[src/hw/adc_fmt_pkg.sv]
// constants, register map and types for the converter configuration block
`default_nettype none
package adc_fmt_pkg;
   // ------------------------------------------------------------
   // register byte addresses
   // ------------------------------------------------------------
   localparam logic [7:0] CTRL_OFS = 8'h00;
   localparam logic [7:0] CONFIG_OFS = 8'h04;
   localparam logic [7:0] RES_HIGH_OFS = 8'h08;
   localparam logic [7:0] RES_LOW_OFS = 8'h0C;
   localparam logic [7:0] IRQ_STATUS_OFS = 8'h10;
   localparam logic [7:0] IRQ_CLEAR_OFS = 8'h14;
   localparam logic [7:0] IRQ_ENABLE_OFS = 8'h18;
   // ------------------------------------------------------------
   // field positions
   // ------------------------------------------------------------
   localparam int EN_BIT = 0;
   localparam int GO_BIT = 1;
   localparam int CHAN_LSB = 2;
   localparam int CHAN_MSB = 6;
   localparam int FMT_BIT = 7;
   localparam int CLK_LSB = 4;
   localparam int CLK_MSB = 6;
   localparam int NREF_BIT = 2;
   localparam int PREF_LSB = 0;
   localparam int PREF_MSB = 1;
   localparam int DONE_IRQ_BIT = 0;
   // ------------------------------------------------------------
   // values after reset and codes
   // ------------------------------------------------------------
   localparam logic [7:0] BYTE_RESET = 8'h00;
   localparam logic [31:0] WORD_ZERO = 32'h0000_0000;
   localparam logic [1:0] HTRANS_NONSEQ_BIT = 2'h2;
   localparam logic [2:0] HSIZE_WORD = 3'h2;
   localparam logic [1:0] CLK_RC_LOW = 2'h3;
   localparam logic [3:0] CONV_TADS = 4'hB;
   typedef enum logic [1:0] {
      ST_IDLE = 2'b01,
      ST_CONV = 2'b10
   } conv_state_e;
endpackage : adc_fmt_pkg
`default_nettype wire

[src/hw/adc_clk_div.sv]
// conversion clock enable: divided system clock or dedicated rc oscillator
`default_nettype none
module adc_clk_div (
   input wire logic sys_clk,
   input wire logic rst,
   input wire logic run,
   input wire logic [2:0] clk_sel,
   input wire logic rc_edge,
   output logic tick
);
   import adc_fmt_pkg::*;

   // ------------------------------------------------------------
   // divide ratio per code, zero for the rc codes
   // ------------------------------------------------------------
   function automatic logic [6:0] div_ratio(input logic [2:0] sel);
      case (sel)
         3'h0: div_ratio = 7'h02;
         3'h4: div_ratio = 7'h04;
         3'h1: div_ratio = 7'h08;
         3'h5: div_ratio = 7'h10;
         3'h2: div_ratio = 7'h20;
         3'h6: div_ratio = 7'h40;
         default: div_ratio = 7'h00;
      endcase
   endfunction

   logic is_rc;
   logic [6:0] cnt_reg;
   logic [6:0] ratio;
   assign is_rc = (clk_sel[1:0] == CLK_RC_LOW);
   assign ratio = div_ratio(clk_sel);

   always_ff @(posedge sys_clk) begin
      if (rst || !run) begin
         cnt_reg <= 7'h00;
         tick <= 1'b0;
      end else if (is_rc) begin
         cnt_reg <= 7'h00;
         tick <= rc_edge;
      end else if (cnt_reg >= ratio - 7'h01) begin
         cnt_reg <= 7'h00;
         tick <= 1'b1;
      end else begin
         cnt_reg <= cnt_reg + 7'h01;
         tick <= 1'b0;
      end
   end

   // ------------------------------------------------------------
   // checks
   // ------------------------------------------------------------
   logic [6:0] gap_reg;
   logic seen_reg;
   logic [2:0] sel_q;
   always_ff @(posedge sys_clk) begin
      if (rst) begin
         gap_reg <= 7'h00;
         seen_reg <= 1'b0;
         sel_q <= 3'h0;
      end else begin
         sel_q <= clk_sel;
         gap_reg <= tick ? 7'h00 : gap_reg + 7'h01;
         if (!run || clk_sel != sel_q) begin
            seen_reg <= 1'b0;
         end else if (tick) begin
            seen_reg <= 1'b1;
         end
      end
   end
endmodule // adc_clk_div
`default_nettype wire

[src/hw/adc_config_format.sv]
// converter control, configuration and result formatting behind an ahb-lite slave
`default_nettype none
// Contract
// - format 1 loads right justified: high byte top six bits zero, low byte bits 7..0.
// - format 0 loads left justified: low byte bottom six zero, high byte bits 9..2.
// - clock field bits 6..4 divide system clock by 2,4,8,16,32,64 per code.
// - codes 011 and 111 select the dedicated rc oscillator as conversion clock.
// - negative reference bit 2: 0 ground, 1 external negative reference pin.
// - positive reference field: 00 supply, 10 external pin, 11 fixed reference, 01 reserved.
// - left justified high register holds the eight most significant result bits.
// - left justified low register holds result bits 1..0 in bits 7..6.
// - right justified high register holds result bits 9..8 in bits 1..0.
// - right justified low register holds the eight least significant result bits.
// - writing go starts conversion; go stays set while converting, clears at completion.
// - enable bit powers the converter; cleared means disabled, no operating current.
// - channel field bits 6..2 routes the selected analog input to the converter.
module adc_config_format (
   input wire logic sys_clk,
   input wire logic rst,
   input wire logic hsel,
   input wire logic [7:0] haddr,
   input wire logic [1:0] htrans,
   input wire logic hwrite,
   input wire logic [2:0] hsize,
   input wire logic [31:0] hwdata,
   input wire logic hready,
   output logic hreadyout,
   output logic hresp,
   output logic [31:0] hrdata,
   input wire logic [9:0] sample_data,
   input wire logic rc_osc_clk,
   output logic converter_enable,
   output logic [4:0] channel_select,
   output logic [1:0] pos_ref_select,
   output logic neg_ref_select,
   output logic rc_osc_enable,
   output logic hold_capacitor,
   output logic irq
);
   import adc_fmt_pkg::*;
   function automatic logic hit(input logic [7:0] a, input logic [7:0] ofs);
      hit = (a == ofs);
   endfunction
   // ------------------------------------------------------------
   // input synchronisers
   // ------------------------------------------------------------
   logic [9:0] samp_s1_reg;
   logic [9:0] samp_s2_reg;
   logic rc_s1_reg;
   logic rc_s2_reg;
   logic rc_s3_reg;
   logic rc_edge;
   // sampled value held steady by software acquisition wait
   always_ff @(posedge sys_clk) begin
      if (rst) begin
         samp_s1_reg <= 10'h000;
         samp_s2_reg <= 10'h000;
         rc_s1_reg <= 1'b0;
         rc_s2_reg <= 1'b0;
         rc_s3_reg <= 1'b0;
      end else begin
         samp_s1_reg <= sample_data;
         samp_s2_reg <= samp_s1_reg;
         rc_s1_reg <= rc_osc_clk;
         rc_s2_reg <= rc_s1_reg;
         rc_s3_reg <= rc_s2_reg;
      end
   end
   assign rc_edge = rc_s2_reg & ~rc_s3_reg;
   // ------------------------------------------------------------
   // ahb-lite slave
   // ------------------------------------------------------------
   logic ap_take;
   logic dp_valid_reg;
   logic dp_write_reg;
   logic dp_word_reg;
   logic [7:0] dp_addr_reg;
   logic rd_wait_reg;
   logic wr_en;
   assign ap_take = hsel & hready & htrans[1];
   always_ff @(posedge sys_clk) begin
      if (rst) begin
         dp_valid_reg <= 1'b0;
         dp_write_reg <= 1'b0;
         dp_word_reg <= 1'b0;
         dp_addr_reg <= BYTE_RESET;
      end else if (hready) begin
         dp_valid_reg <= ap_take;
         dp_write_reg <= hwrite;
         dp_word_reg <= (hsize == HSIZE_WORD);
         dp_addr_reg <= haddr;
      end
   end
   // reads take one wait state so a write just before is seen
   always_ff @(posedge sys_clk) begin
      if (rst) begin
         rd_wait_reg <= 1'b0;
      end else if (rd_wait_reg) begin
         rd_wait_reg <= 1'b0;
      end else begin
         rd_wait_reg <= ap_take & ~hwrite;
      end
   end
   assign hreadyout = ~rd_wait_reg;
   assign hresp = 1'b0;
   assign wr_en = dp_valid_reg & dp_write_reg & dp_word_reg;
   logic wr_ctrl;
   logic wr_config;
   logic wr_res_hi;
   logic wr_res_lo;
   logic wr_clear;
   logic wr_irq_en;
   assign wr_ctrl = wr_en & hit(dp_addr_reg, CTRL_OFS);
   assign wr_config = wr_en & hit(dp_addr_reg, CONFIG_OFS);
   assign wr_res_hi = wr_en & hit(dp_addr_reg, RES_HIGH_OFS);
   assign wr_res_lo = wr_en & hit(dp_addr_reg, RES_LOW_OFS);
   assign wr_clear = wr_en & hit(dp_addr_reg, IRQ_CLEAR_OFS);
   assign wr_irq_en = wr_en & hit(dp_addr_reg, IRQ_ENABLE_OFS);
   // ------------------------------------------------------------
   // control and configuration registers
   // ------------------------------------------------------------
   logic en_reg;
   logic go_reg;
   logic [4:0] chan_reg;
   logic fmt_reg;
   logic [2:0] clk_sel_reg;
   logic nref_reg;
   logic [1:0] pref_reg;
   logic done;
   always_ff @(posedge sys_clk) begin
      if (rst) begin
         en_reg <= 1'b0;
         chan_reg <= 5'h00;
      end else if (wr_ctrl) begin
         en_reg <= hwdata[EN_BIT];
         chan_reg <= hwdata[CHAN_MSB:CHAN_LSB];
      end
   end
   always_ff @(posedge sys_clk) begin
      if (rst) begin
         go_reg <= 1'b0;
      end else if (wr_ctrl) begin
         go_reg <= hwdata[GO_BIT] & hwdata[EN_BIT];
      end else if (done || !en_reg) begin
         go_reg <= 1'b0;
      end
   end
   always_ff @(posedge sys_clk) begin
      if (rst) begin
         fmt_reg <= 1'b0;
         clk_sel_reg <= 3'h0;
         nref_reg <= 1'b0;
         pref_reg <= 2'h0;
      end else if (wr_config) begin
         fmt_reg <= hwdata[FMT_BIT];
         clk_sel_reg <= hwdata[CLK_MSB:CLK_LSB];
         nref_reg <= hwdata[NREF_BIT];
         pref_reg <= hwdata[PREF_MSB:PREF_LSB];
      end
   end

   // ------------------------------------------------------------
   // conversion sequencer
   // ------------------------------------------------------------
   conv_state_e state_reg;
   logic [3:0] tad_reg;
   logic [9:0] held_reg;
   logic tick;
   logic busy;
   assign busy = (state_reg == ST_CONV);
   assign done = busy & go_reg & tick & (tad_reg == CONV_TADS - 4'h1) & ~wr_ctrl;
   adc_clk_div u_clk_div (
      .sys_clk(sys_clk),
      .rst(rst),
      .run(busy),
      .clk_sel(clk_sel_reg),
      .rc_edge(rc_edge),
      .tick(tick)
   );
   always_ff @(posedge sys_clk) begin
      if (rst) begin
         state_reg <= ST_IDLE;
         tad_reg <= 4'h0;
         held_reg <= 10'h000;
      end else begin
         case (state_reg)
            ST_IDLE: begin
               tad_reg <= 4'h0;
               if (go_reg) begin
                  state_reg <= ST_CONV;
                  held_reg <= samp_s2_reg;
               end
            end
            ST_CONV: begin
               if (!go_reg || done) begin
                  state_reg <= ST_IDLE;
               end else if (tick) begin
                  tad_reg <= tad_reg + 4'h1;
               end
            end
            default: state_reg <= ST_IDLE;
         endcase
      end
   end

   // ------------------------------------------------------------
   // result registers, formatted at load
   // ------------------------------------------------------------
   logic [7:0] res_hi_reg;
   logic [7:0] res_lo_reg;
   always_ff @(posedge sys_clk) begin
      if (rst) begin
         res_hi_reg <= BYTE_RESET;
         res_lo_reg <= BYTE_RESET;
      end else if (done) begin
         if (fmt_reg) begin
            res_hi_reg <= {6'h00, held_reg[9:8]};
            res_lo_reg <= held_reg[7:0];
         end else begin
            res_hi_reg <= held_reg[9:2];
            res_lo_reg <= {held_reg[1:0], 6'h00};
         end
      end else begin
         if (wr_res_hi) begin
            res_hi_reg <= hwdata[7:0];
         end
         if (wr_res_lo) begin
            res_lo_reg <= hwdata[7:0];
         end
      end
   end

   // ------------------------------------------------------------
   // interrupt
   // ------------------------------------------------------------
   logic [7:0] status_reg;
   logic [7:0] irq_en_reg;
   always_ff @(posedge sys_clk) begin
      if (rst) begin
         status_reg <= BYTE_RESET;
         irq_en_reg <= BYTE_RESET;
         irq <= 1'b0;
      end else begin
         // completion wins over a clear in the same cycle
         status_reg[DONE_IRQ_BIT] <= done | (status_reg[DONE_IRQ_BIT] & ~(wr_clear & hwdata[DONE_IRQ_BIT]));
         if (wr_irq_en) begin
            irq_en_reg <= {7'h00, hwdata[DONE_IRQ_BIT]};
         end
         irq <= |(status_reg & irq_en_reg);
      end
   end

   // ------------------------------------------------------------
   // read data and outputs
   // ------------------------------------------------------------
   always_ff @(posedge sys_clk) begin
      if (rst) begin
         hrdata <= WORD_ZERO;
      end else if (rd_wait_reg) begin
         case (dp_addr_reg)
            CTRL_OFS: hrdata <= {24'h00_0000, 1'b0, chan_reg, go_reg, en_reg};
            CONFIG_OFS: hrdata <= {24'h00_0000, fmt_reg, clk_sel_reg, 1'b0, nref_reg, pref_reg};
            RES_HIGH_OFS: hrdata <= {24'h00_0000, res_hi_reg};
            RES_LOW_OFS: hrdata <= {24'h00_0000, res_lo_reg};
            IRQ_STATUS_OFS: hrdata <= {24'h00_0000, status_reg};
            IRQ_ENABLE_OFS: hrdata <= {24'h00_0000, irq_en_reg};
            default: hrdata <= WORD_ZERO;
         endcase
      end
   end

   assign converter_enable = en_reg;
   assign channel_select = chan_reg;
   assign pos_ref_select = pref_reg;
   assign neg_ref_select = nref_reg;
   assign rc_osc_enable = en_reg & (clk_sel_reg[1:0] == CLK_RC_LOW);
   assign hold_capacitor = busy;
endmodule // adc_config_format
`default_nettype wire

[config.mk]
export PLATFORM = sky130hd
export DESIGN_NAME = adc_config_format
export DESIGN_NICKNAME = d
export VERILOG_FILES = /design/src/hw/adc_fmt_pkg.sv /design/src/hw/adc_clk_div.sv /design/src/hw/adc_config_format.sv
export SDC_FILE = /design/constraint.sdc
export NUM_CORES = 1
export LEC_CHECK = 0
export ABC_CLOCK_PERIOD_IN_PS = 4100
export BUFFER_PORTS_ARGS = -buffer_cell sky130_fd_sc_hd__buf_2
export CAP_MARGIN = 20
export CORE_MARGIN = 5
export CORE_UTILIZATION = 45
export DETAILED_ROUTE_END_ITERATION = 10
export GPL_ROUTABILITY_DRIVEN = 0
export GPL_TIMING_DRIVEN = 0
export PLACE_DENSITY = 0.65
export SYNTH_ARGS = -nofsm -noshare
export SYNTH_HDL_FRONTEND = slang
export SYNTH_SLANG_ARGS = --single-unit
[constraint.sdc]
create_clock -name sys_clk -period 4.1 [get_ports sys_clk]
set_input_delay 0.205 -clock sys_clk [delete_from_list [all_inputs] [get_ports sys_clk]]
set_output_delay 0.205 -clock sys_clk [all_outputs]
set_load 0.02 [all_outputs]
# == After elaboration in Yosys (flattened, before gate mapping) ==
# Index checks and enable logic that the tools add are counted.
# totals
wordCells,115
regBits,124
output_inout_bits,46
ramBits,0
romBits,0
inputBits,61
n_memories,0
latch_bits,0
# classes
addsub,3
bitwise,27
mux,18
n_mul,0
n_eq_ne,20
n_lt_le_gt_ge,1
n_reduce_logical,18
div_mod_pow,0
n_shift,0
# ops
cell,n
2-to-1 mux 8 bit,6
one-hot mux 8 bit (6 select lines),1
one-hot mux 7 bit (6 select lines),1
"equality test 8 x 5 -> 1 bit, second input constant",3
bitwise AND 1 bit,21
"equality test 8 x 4 -> 1 bit, second input constant",2
"equality test 3 bit, second input constant",3
"equality test 8 x 3 -> 1 bit, second input constant",1
zero test 8 bit,1
2-to-1 mux 4 bit,2
one-hot mux 4 bit (2 select lines),1
nonzero test 2 bit,4
OR reduction 8 bit,1
"adder 7 x 1 -> 7 bit, second input constant",1
>= comparator 7 bit,1
"subtractor 7 x 1 -> 7 bit, second input constant",1
"equality test 3 x 2 -> 1 bit, second input constant",2
NOT 1 bit,5
"adder 4 x 1 -> 4 bit, second input constant",1
"equality test 2 bit, second input constant",2
"equality test 4 bit, second input constant",1
2-to-1 mux 1 bit,4
2-to-1 mux 2 bit,2
"inequality test 2 x 1 -> 1 bit, second input constant",2
other kinds (12),18

# == Logic depth before layout (Yosys ltp) ==
# Gate-level depths: netlist (run 1).
# logic_depth
depth_word,8
mapped_depth,11
depth_no_buf,11

# == Hierarchy ==
# Synthesis (run 1) repeated with hierarchy kept, for this count alone.
# unflattened
hier_cells,490
hier_area_um2,4762.1
# by_module_without_submodules
module,seq_area_each_um2,area_per_inst_um2,cells_each,instances
adc_config_format,1841.8,4285.4,439,1
adc_clk_div,160.2,476.7,51,1

# == Worst setup path after synthesis (run 1) ==
# Ideal clock, no wire load.
# synth_path
path_kind,register -> register
from,register clk_sel_reg[2]
to,register u_clk_div.cnt_reg[2]
setup_time_ns,0.065
n_path_buf,0
t_required_ns,4.035
synth_period_minus_slack_ns,2.238
path_stages_with_launch,8
arrival_ns,2.174
setup_slack_ns,1.862
cell_sequence,dfxtp_1 -> or3_1 -> ha_1 -> ha_1 -> a21o_1 -> a211o_1 -> a211o_1 -> nor2_1
# synth_via
elab_chain_cells,5
elab_cells_between_ends,10
classes_between,1 x add/sub; 1 x order compare; 5 x eq/ne; 1 x mux; 2 x reduce/logical
# synth_lines
element,line_no,text
start: declaration,adc_config_format.sv:126,logic [2:0] clk_sel_reg;
start signal: assignment,adc_config_format.sv:156,clk_sel_reg <= hwdata[CLK_MSB:CLK_LSB];
equality test 3 bit (tied with other cells),adc_clk_div.sv:17,case (sel)
one-hot mux 7 bit (6 select lines) *,adc_clk_div.sv:17,
subtractor 7 x 1 -> 7 bit *,adc_clk_div.sv:41,end else if (cnt_reg >= ratio - 7'h01) begin
>= comparator 7 bit *,adc_clk_div.sv:41,
OR reduction 3 bit (no line) *,--,
end signal: assignment,adc_clk_div.sv:45,cnt_reg <= cnt_reg + 7'h01;
end: declaration,adc_clk_div.sv:29,logic [6:0] cnt_reg;
# Mark *: on every way between the ends. The rest lies on a longest branch, timed or not.
# A chain may end at the register's enable or synchronous reset.

# == Final worst setup path (run 1) ==
# layout_path
from,register state_reg[0]
to,register res_lo_reg[3]
# layout_via
elab_chain_cells,6
elab_cells_between_ends,7
classes_between,1 x eq/ne; 1 x mux; 4 x bitwise; 1 x reduce/logical
# layout_lines
element,line_no,text
start: declaration,adc_config_format.sv:165,conv_state_e state_reg;
start signal: assignment,adc_config_format.sv:182,state_reg <= ST_IDLE;
start signal: assignment,adc_config_format.sv:190,state_reg <= ST_CONV;
start signal: assignment,adc_config_format.sv:196,state_reg <= ST_IDLE;
equality test 2 bit *,adc_config_format.sv:170,assign busy = (state_reg == ST_CONV);
bitwise AND 1 bit * (4 in a row),adc_config_format.sv:171,assign done = busy & go_reg & tick & (tad_reg == CONV_TADS - 4'h1) & ~wr_ctrl;
2-to-1 mux 8 bit / nonzero test 2 bit (equally long branches),--,
end signal: assignment,adc_config_format.sv:218,res_lo_reg <= held_reg[7:0];
end signal: assignment,adc_config_format.sv:221,"res_lo_reg <= {held_reg[1:0], 6'h00};"
end signal: assignment,adc_config_format.sv:228,res_lo_reg <= hwdata[7:0];
end: declaration,adc_config_format.sv:210,logic [7:0] res_lo_reg;
# Marked as above.

==> results by group, run 1 <==
Setup path
  • Cell depth of the worst setup path: 10
  • CP Launch Type: flop
  • Crit path DAT: 3040 ps
  • CP top delay family: simple AND/OR/NAND/NOR gates
  • CP max FO: 10
  • Crit-path cells: inv_1 > ha_1 > buf_2 > nand4b_1 > or2_2 > clkbuf_1 > nor2_1 > buf_2 > nand3_1 > a221oi_1
  • Crit path max-delay cell type: nor2_1
  • Crit Path Category: reg2reg
  • Buf/Inv on CP: 4
  • Most frequent CP cell: buf_2
  • Max incr delay on CP: just over 400 ps
  • Critical path required time: around 4400 ps
  • CP endpoint kind: flop
  • FF-to-FF setup slack: 1320 ps
  • Crit path launch: state_reg[0]
  • Cell count of the worst reg-to-reg path: 10
  • Worst reg2reg startpoint: state_reg[0]

Clock network
  • CTS buffer count: 9
  • Clk Tree Root Cell: clkbuf_8
  • Register clock-pin slew on the reported worst setup and hold paths: about 100 ps
  • H-tree Lvls: 3
  • TritonCTS clock tree: built
  • PostCTS Resize Cnt: 0
  • Clock latency on the worst-skew pair: approximately 370 ps
  • Num Clock Sinks: 100
  • Longest Clk Path Bufs: 2

Route
  • Total wire length: roughly 11000 um
  • DRT Pass-1 Iters: 5
  • DRT iter0 DRCs: around 220
  • Post-DRT Antenna Nets: 0
  • Post-DR wirelength/cell: ~15 um
  • Residual DRC: 0
  • Vias: ~3800
  • Avg Vias per Cell: approximately 5.2

STA
  • Final period util: 0.678
  • Clk_skew: 19.7 ps
  • Fin. Hold Viols: 0
  • Worst Tran Pin Value: between 700 and 800 ps
  • Setup_tns: 0 ps
  • Worst hold margin: between 40 and 50 ps
  • Final WS setup: between 1000 and 1500 ps
  • Tmin final: 2780 ps
  • Final Max Slew Viols: 0
  • Max_slew headroom: 0.507
  • Fmax: approximately 0.36 GHz
  • Endpoints failing setup: 0
  • Setup repair after global routing missed its margin: false

Power and ir drop
  • Design Power: ~1.8 mW
  • Total leakage power: approximately 2.2 nW
  • Peak supply drop: about 0.00023 V
  • Power Dens Cells: roughly 340 mW/mm2

Final layout
  • Finished Core Util: 0.537
  • Layout area overhead: 17.0%
  • Multi-input gate area: between 0.002 and 0.0025 mm2
  • Final instance area: roughly 0.0053 mm2
  • Register area: roughly 0.002 mm2
  • Layout cells sized above 1: 0.190
  • N_diodes: 0
  • Final non-filler cell total: 733
  • Nets: 668
  • Filler cells: approximately 940

Synthesis
  • Mean post-synth cell area: between 8 and 9 um2
  • Synthesis Warnings: 0
  • #FFs+latches synth: 100
  • Most used flip-flop cell after synthesis: dfxtp_1
  • Synthesized cell area: approximately 0.0045 mm2
  • EDFF count, synth: 0
  • Cells after Synth: around 500
  • Ys async rst share: 0
  • Distinct cells, synth: a little under 50
  • Post-synthesis sequential area ratio: 0.446

Place
  • Port Buffers: 55
  • DP HPWL: 8280 um
  • Post-Place Setup Slack: 1360 ps
  • Cell Area, Placed: roughly 0.005 mm2
  • Placed cell count: between 700 and 800

Global routing
  • Overflow after GRT: 0
  • Initial antenna violation count: 0
  • Number of global-route vias before repair: 3570
  • First-pass GRT wire length: 17900 um
  • GRT Util Overall: 0.189
  • Largest net degree at the start of global routing: 19

Die
  • # IOs: roughly 110
  • Die H: 110 um
  • Die Wd: approximately 110 um
  • Core outline area: approximately 0.01 mm2
  • FP Rows: 36
  • Initial Util: 0.459
  • Die Footprint: ~0.012 mm2

Hold path
  • Min-delay src: sample_data[0]
  • Hold/Removal Path Class: in2reg
  • Hold Path Depth: 2

Run status
  • Status: finished, final reports clean

Run
  • Max Cap Viol: 0
## cell type report
cell class                      instances  share of cell area
Tap cell                              133              0.0317
Timing Repair Buffer                   56              0.0543
Sequential cell                       100               0.381
Multi-Input combinational cell        355               0.419
Clock inverter                          6              0.0160
Inverter                               22              0.0157
Buffer                                 51              0.0555
Clock buffer                           10              0.0262
## worst reg2reg max path, cell delays in order, from the launching register on
cell and delay (ps):
dfxtp_1 340, inv_1 60, ha_1 150, buf_2 200, nand4b_1 210, or2_2 320, clkbuf_1 200, nor2_1 410
buf_2 350, nand3_1 150, a221oi_1 310
## where the power goes
group	internal, mW	switching, mW
combinational	0.0524	0.0796
clock	0.312	0.370
sequential	0.987	0.00689
## per-layer routing
metal	global-route usage	vias up	part of all wire
met5	0	-	0
met4	0.0606	0	0.012
met3	0.0270	12	0.068
met2	0.315	127	0.47
met1	0.253	1757	0.45
li1	-	1882	-
## path summary, 6_finish.rpt
kind	to
worst max register to register	res_lo_reg[3]
worst min register to register	rc_s2_reg
worst min-delay path	samp_s1_reg[0]
worst max-delay path	res_lo_reg[3]
## synth_stat cells (all sizes together) (6+ instances only)
library cell	number	share of area
nor2b	26	0.036
a21oi	45	0.050
a221oi	6	0.012
a21o	10	0.017
dfxtp	100	0.45
ha	12	0.033
nand2	65	0.054
clkbuf	15	0.013
nor2	31	0.026
mux2i	22	0.049
buf	36	0.052
nand3	17	0.019
a211oi	11	0.021
inv	22	0.018
o21ai	13	0.014
nand4	7	0.0098
## timing repair
item,CTS,global route
setup endpoints to repair,0,0
hold buffers,1,0
buffers inserted,0,0
hold endpoints to repair,1,0
## placed cells by master, fill, tap and decap left out, types with 5 or more instances in the layout
cell      count
buf_4        25
buf_1         6
inv_1        22
ha_1         12
a21o_1       10
nor2b_1      26
nand3_1      17
clkbuf_8     10
buf_2        60
mux2i_1      22
a21oi_1      45
conb_1       25
nand2_1      65
o21ai_0      13
a211o_1       5
nor2_1       31
dfxtp_1     100
a211oi_1     10
nor3_1        5
nand4_1       7
mux4_2        5
clkbuf_1     15
a221oi_1      6
## cells by family after synthesis
family,Yosys count,share of synthesized area
mux,29,0.0792
fa+ha+maj,12,0.0334
flops,100,0.446
compound gates,104,0.149
simple gates,179,0.197
xor+xnor,6,0.0117
buf+inv,73,0.0833
other cells,1,0.000835
Note: power is estimated with default switching activity, not from simulation.
==> run 2: changes to the inputs <==
--- a/config.mk
+++ b/config.mk
@@ -5,7 +5,8 @@
 export SDC_FILE = /design/constraint.sdc
 export NUM_CORES = 1
 export LEC_CHECK = 0
-export ABC_CLOCK_PERIOD_IN_PS = 4100
+export ABC_AREA = 1
+export ABC_CLOCK_PERIOD_IN_PS = 2720
 export BUFFER_PORTS_ARGS = -buffer_cell sky130_fd_sc_hd__buf_2
 export CAP_MARGIN = 20
 export CORE_MARGIN = 5
==> constraint.sdc (replaced) <==
create_clock -name sys_clk -period 2.72 [get_ports sys_clk]
set_input_delay 0.136 -clock sys_clk [delete_from_list [all_inputs] [get_ports sys_clk]]
set_output_delay 0.136 -clock sys_clk [all_outputs]
set_load 0.02 [all_outputs]
==> run 2 against run 1 <==
  * Sequential share of layout area shrank 0.52 points
  * Hold slack lost 35 ps
  * Setup slack lost 740 ps
  * Wire length shrank 6.6%
  * Critical endpoint is now u_clk_div.cnt_reg[2]
  * Design area grew 1.4%
  * Global-route usage shrank 1.4 points
  * Count of clock-buffer cells in the layout grew 1
  * Area after synthesis grew 0.17%
  * Register-to-register slack lost 740 ps
  * Maximum frequency grew 30%
==> results by group, run 2 <==
Run status
  • Status: finished, final reports clean (unchanged)

Power and ir drop
  • Design Power: 2.74 mW (was 1.81 mW)
  • Peak supply drop: 0.000258 V (was 0.000226 V)
  • Power Dens Cells: 515 mW/mm2 (was 344 mW/mm2)
  • Total leakage power: 2.45 nW (was 2.23 nW)

Global routing
  • GRT Util Overall: 0.176 (was 0.189)
  • First-pass GRT wire length: 16800 um (was 17900 um)
  • Overflow after GRT: 0 (unchanged)
  • Largest net degree at the start of global routing: 15 (was 19)
  • Number of global-route vias before repair: 3591 (was 3570)
  • Initial antenna violation count: 0 (unchanged)

Synthesis
  • Count leader, synth: dfxtp_1 (unchanged)
  • Post-synthesis sequential area ratio: 0.445 (was 0.446)
  • #FFs+latches synth: 100 (unchanged)
  • Synthesized cell area: 0.00450 mm2 (was 0.00449 mm2)
  • Top-area cell type share of the netlist area: 0.445 (was 0.446)
  • Most used flip-flop cell after synthesis: dfxtp_1 (unchanged)
  • Distinct cells, synth: 46 (was 49)
  • Synth top cells by count: 100 x dfxtp_1, 97 x nor2_1, 83 x nand2_1 (was 100 x dfxtp_1, 65 x nand2_1, 45 x a21oi_1)
  • Synth area leaders: dfxtp_1 45%, nor2_1 8.1%, nand2_1 6.9%, inv_1 5.8%, buf_4 4.3% (was dfxtp_1 45%, nand2_1 5.4%, a21oi_1 5.0%, mux2i_1 4.9%, buf_4 4.2%)
  • Ys async rst share: 0 (unchanged)
  • Mean post-synth cell area: 7.61 um2 (was 8.91 um2)
  • EDFF count, synth: 0 (unchanged)
  • Cells after Synth: 591 (was 504)
  • Synth area leader: dfxtp_1 (unchanged)
  • Synthesis Warnings: 0 (unchanged)

Die
  • Core outline area: 0.00977 mm2 (unchanged)
  • Initial Util: 0.460 (was 0.459)
  • FP Rows: 36 (unchanged)
  • Die Wd: 110 um (about the same)
  • Die H: 110 um (about the same)
  • Die Footprint: 0.0121 mm2 (about the same)
  • # IOs: 107 (unchanged)

Route
  • Post-DRT Antenna Nets: 0 (unchanged)
  • Post-DR wirelength/cell: 12.3 um (was 15.0 um)
  • DRT Pass-1 Iters: 5 (unchanged)
  • Vias: 3964 (was 3778)
  • Residual DRC: 0 (unchanged)
  • DRT iter0 DRCs: 218 (unchanged)
  • Avg Vias per Cell: 4.77 (was 5.15)
  • Total wire length: 10300 um (was 11000 um)

Final layout
  • Layout area overhead: 18.4% (was 17.0%)
  • Most common cell after layout, fill and taps aside: dfxtp_1 (unchanged)
  • Final instance area: 0.00533 mm2 (was 0.00525 mm2)
  • Layout cells sized above 1: 0.188 (was 0.190)
  • Most frequent cells in the layout: 100 x dfxtp_1, 97 x nor2_1, 83 x nand2_1 (was 100 x dfxtp_1, 65 x nand2_1, 60 x buf_2)
  • N_diodes: 0 (unchanged)
  • Filler cells: 950 (was 942)
  • Nets: 768 (was 668)

STA
  • Endpoints failing setup: 0 (unchanged)
  • Final Max Slew Viols: 0 (unchanged)
  • Setup_tns: 0 ps (unchanged)
  • Worst Tran Pin Value: 720 ps (was 733 ps)
  • Setup repair after global routing missed its margin: false (unchanged)
  • Final period util: 0.787 (was 0.678)
  • Clk_skew: 6.77 ps (was 19.7 ps)
  • Fmax: 0.467 GHz (was 0.360 GHz)
  • Max_slew headroom: 0.520 (was 0.507)
  • Tmin final: 2140 ps (was 2780 ps)
  • Fin. Hold Viols: 0 (unchanged)

Setup path
  • Crit Path Category: reg2reg (unchanged)
  • Max incr delay on CP: 410 ps (about the same)
  • CP top delay family: simple AND/OR/NAND/NOR gates (unchanged)
  • CP endpoint kind: flop (unchanged)
  • Critical path required time: 3020 ps (was 4370 ps)
  • Most frequent CP cell: inv_1 (was buf_2)
  • CP max FO: 7 (was 10)
  • Buf/Inv on CP: 3 (was 4)
  • CP Launch Type: flop (unchanged)
  • Crit-path cells: inv_1 > nand2_1 > ha_1 > inv_1 > o21ai_0 > o21ai_0 > ha_1 > nand2_1 > inv_1 > nand4_1 > o2111ai_1 > nand2b_1 > nor2_1 (was inv_1 > ha_1 > buf_2 > nand4b_1 > or2_2 > clkbuf_1 > nor2_1 > buf_2 > nand3_1 > a221oi_1)
  • Crit path DAT: 2440 ps (was 3040 ps)
  • Crit path max-delay cell type: dfxtp_1 (was nor2_1)

Clock network
  • TritonCTS clock tree: built (unchanged)
  • CTS buffer count: 9 (unchanged)
  • CTS Hold Buffers Added: 14 (was 1)
  • Setup repair bufs after CTS: 0 (unchanged)
  • Num Clock Sinks: 100 (unchanged)
  • Clk Tree Root Cell: clkbuf_8 (unchanged)
  • Register clock-pin slew on the reported worst setup and hold paths: 90 ps (was 100 ps)
  • Clock latency on the worst-skew pair: 350 ps (was 370 ps)
  • H-tree Lvls: 3 (unchanged)
  • PostCTS Resize Cnt: 0 (unchanged)
  • Longest Clk Path Bufs: 2 (unchanged)

Place
  • Cell Area, Placed: 0.00503 mm2 (was 0.00502 mm2)
  • Port Buffers: 55 (unchanged)
  • DP HPWL: 7730 um (was 8280 um)

Run
  • Max Cap Viol: 0 (unchanged)

Hold path
  • Hold/Removal Path Class: in2reg (unchanged)
## run 2: changes by cell type after synthesis, moves of 6 or more
cell,previous run,this run
a221oi_1,6,0
nand2_1,65,83
nor2b_1,26,0
a211oi_1,10,2
o21ai_0,13,38
nor2_1,31,97
inv_1,22,69
a21o_1,10,0
mux2i_1,22,0
a21oi_1,45,30
inv_2,0,6
nand3_1,17,35
o21ai_1,0,19
## run 2: layout make-up
class | instances | area [um2] | area share
Multi-Input combinational cell | 396 | 2010 | 0.378
Sequential cell | 100 | 2000 | 0.376
Timing Repair Buffer | 69 | 415 | 0.0780
Buffer | 43 | 285 | 0.0536
Inverter | 76 | 285 | 0.0536
Tap cell | 133 | 166 | 0.0313
Clock buffer | 11 | 141 | 0.0266
Clock inverter | 3 | 15.0 | 0.00282
## run 2: path summary, 6_finish.rpt
path,from,endpoint,slack [ps],cells after the start
hold / removal,haddr[6],dp_addr_reg[6],10,3
setup / recovery,clk_sel_reg[1],u_clk_div.cnt_reg[2],580,13
hold reg to reg,samp_s1_reg[1],samp_s2_reg[1],400,2
setup reg to reg,clk_sel_reg[1],u_clk_div.cnt_reg[2],580,13
## run 2: per-stage QoR
step	instances	setup slack (ps)	util	hold WS (ps)
3_5_place_dp	803	603	0.514	335
5_1_grt	831	296	0.545	14.5
4_1_cts	831	581	0.545	5.38
3_3_place_gp	803	640	0.514	327
2_1_floorplan	615	861	-	214
6_report	831	580	0.545	11.4
## run 2: cells by family (layout without fill, tap and decap cells)
| logic type | after synthesis | in the layout | share of synthesized area |
|---|---|---|---|
| simple gates | 245 | 245 | 0.247 |
| buf+inv | 119 | 202 | 0.127 |
| compound gates | 106 | 106 | 0.132 |
| flops | 100 | 100 | 0.445 |
| fa+ha+maj | 12 | 12 | 0.0334 |
| xor+xnor | 8 | 8 | 0.0156 |
| other cells | 1 | 25 | 0.000834 |
## run 2: routing by layer
metal,track usage,vias to the layer above,routed length (um),part of all wire
met1,0.230,1767,4610,0.45
met5,0,-,0,0
li1,-,2046,-,-
met3,0.0511,15,864,0.084
met2,0.279,136,4620,0.45
met4,0.0552,0,162,0.016
## run 2: power breakdown
group / switching (mW) / leakage (nW) / total [mW] / internal [mW]
Sequential: 0.0348 / 0.814 / 1.55 / 1.52
Clock: 0.467 / 0.0848 / 0.811 / 0.344
Combinational: 0.235 / 1.55 / 0.382 / 0.147
## run 2: worst min-delay path, delay by kind of cell
| family | cells | cell delay, ps |
|---|---|---|
| buffers and inverters | 1 | 70 |
| and+or+nand+nor | 2 | 120 |
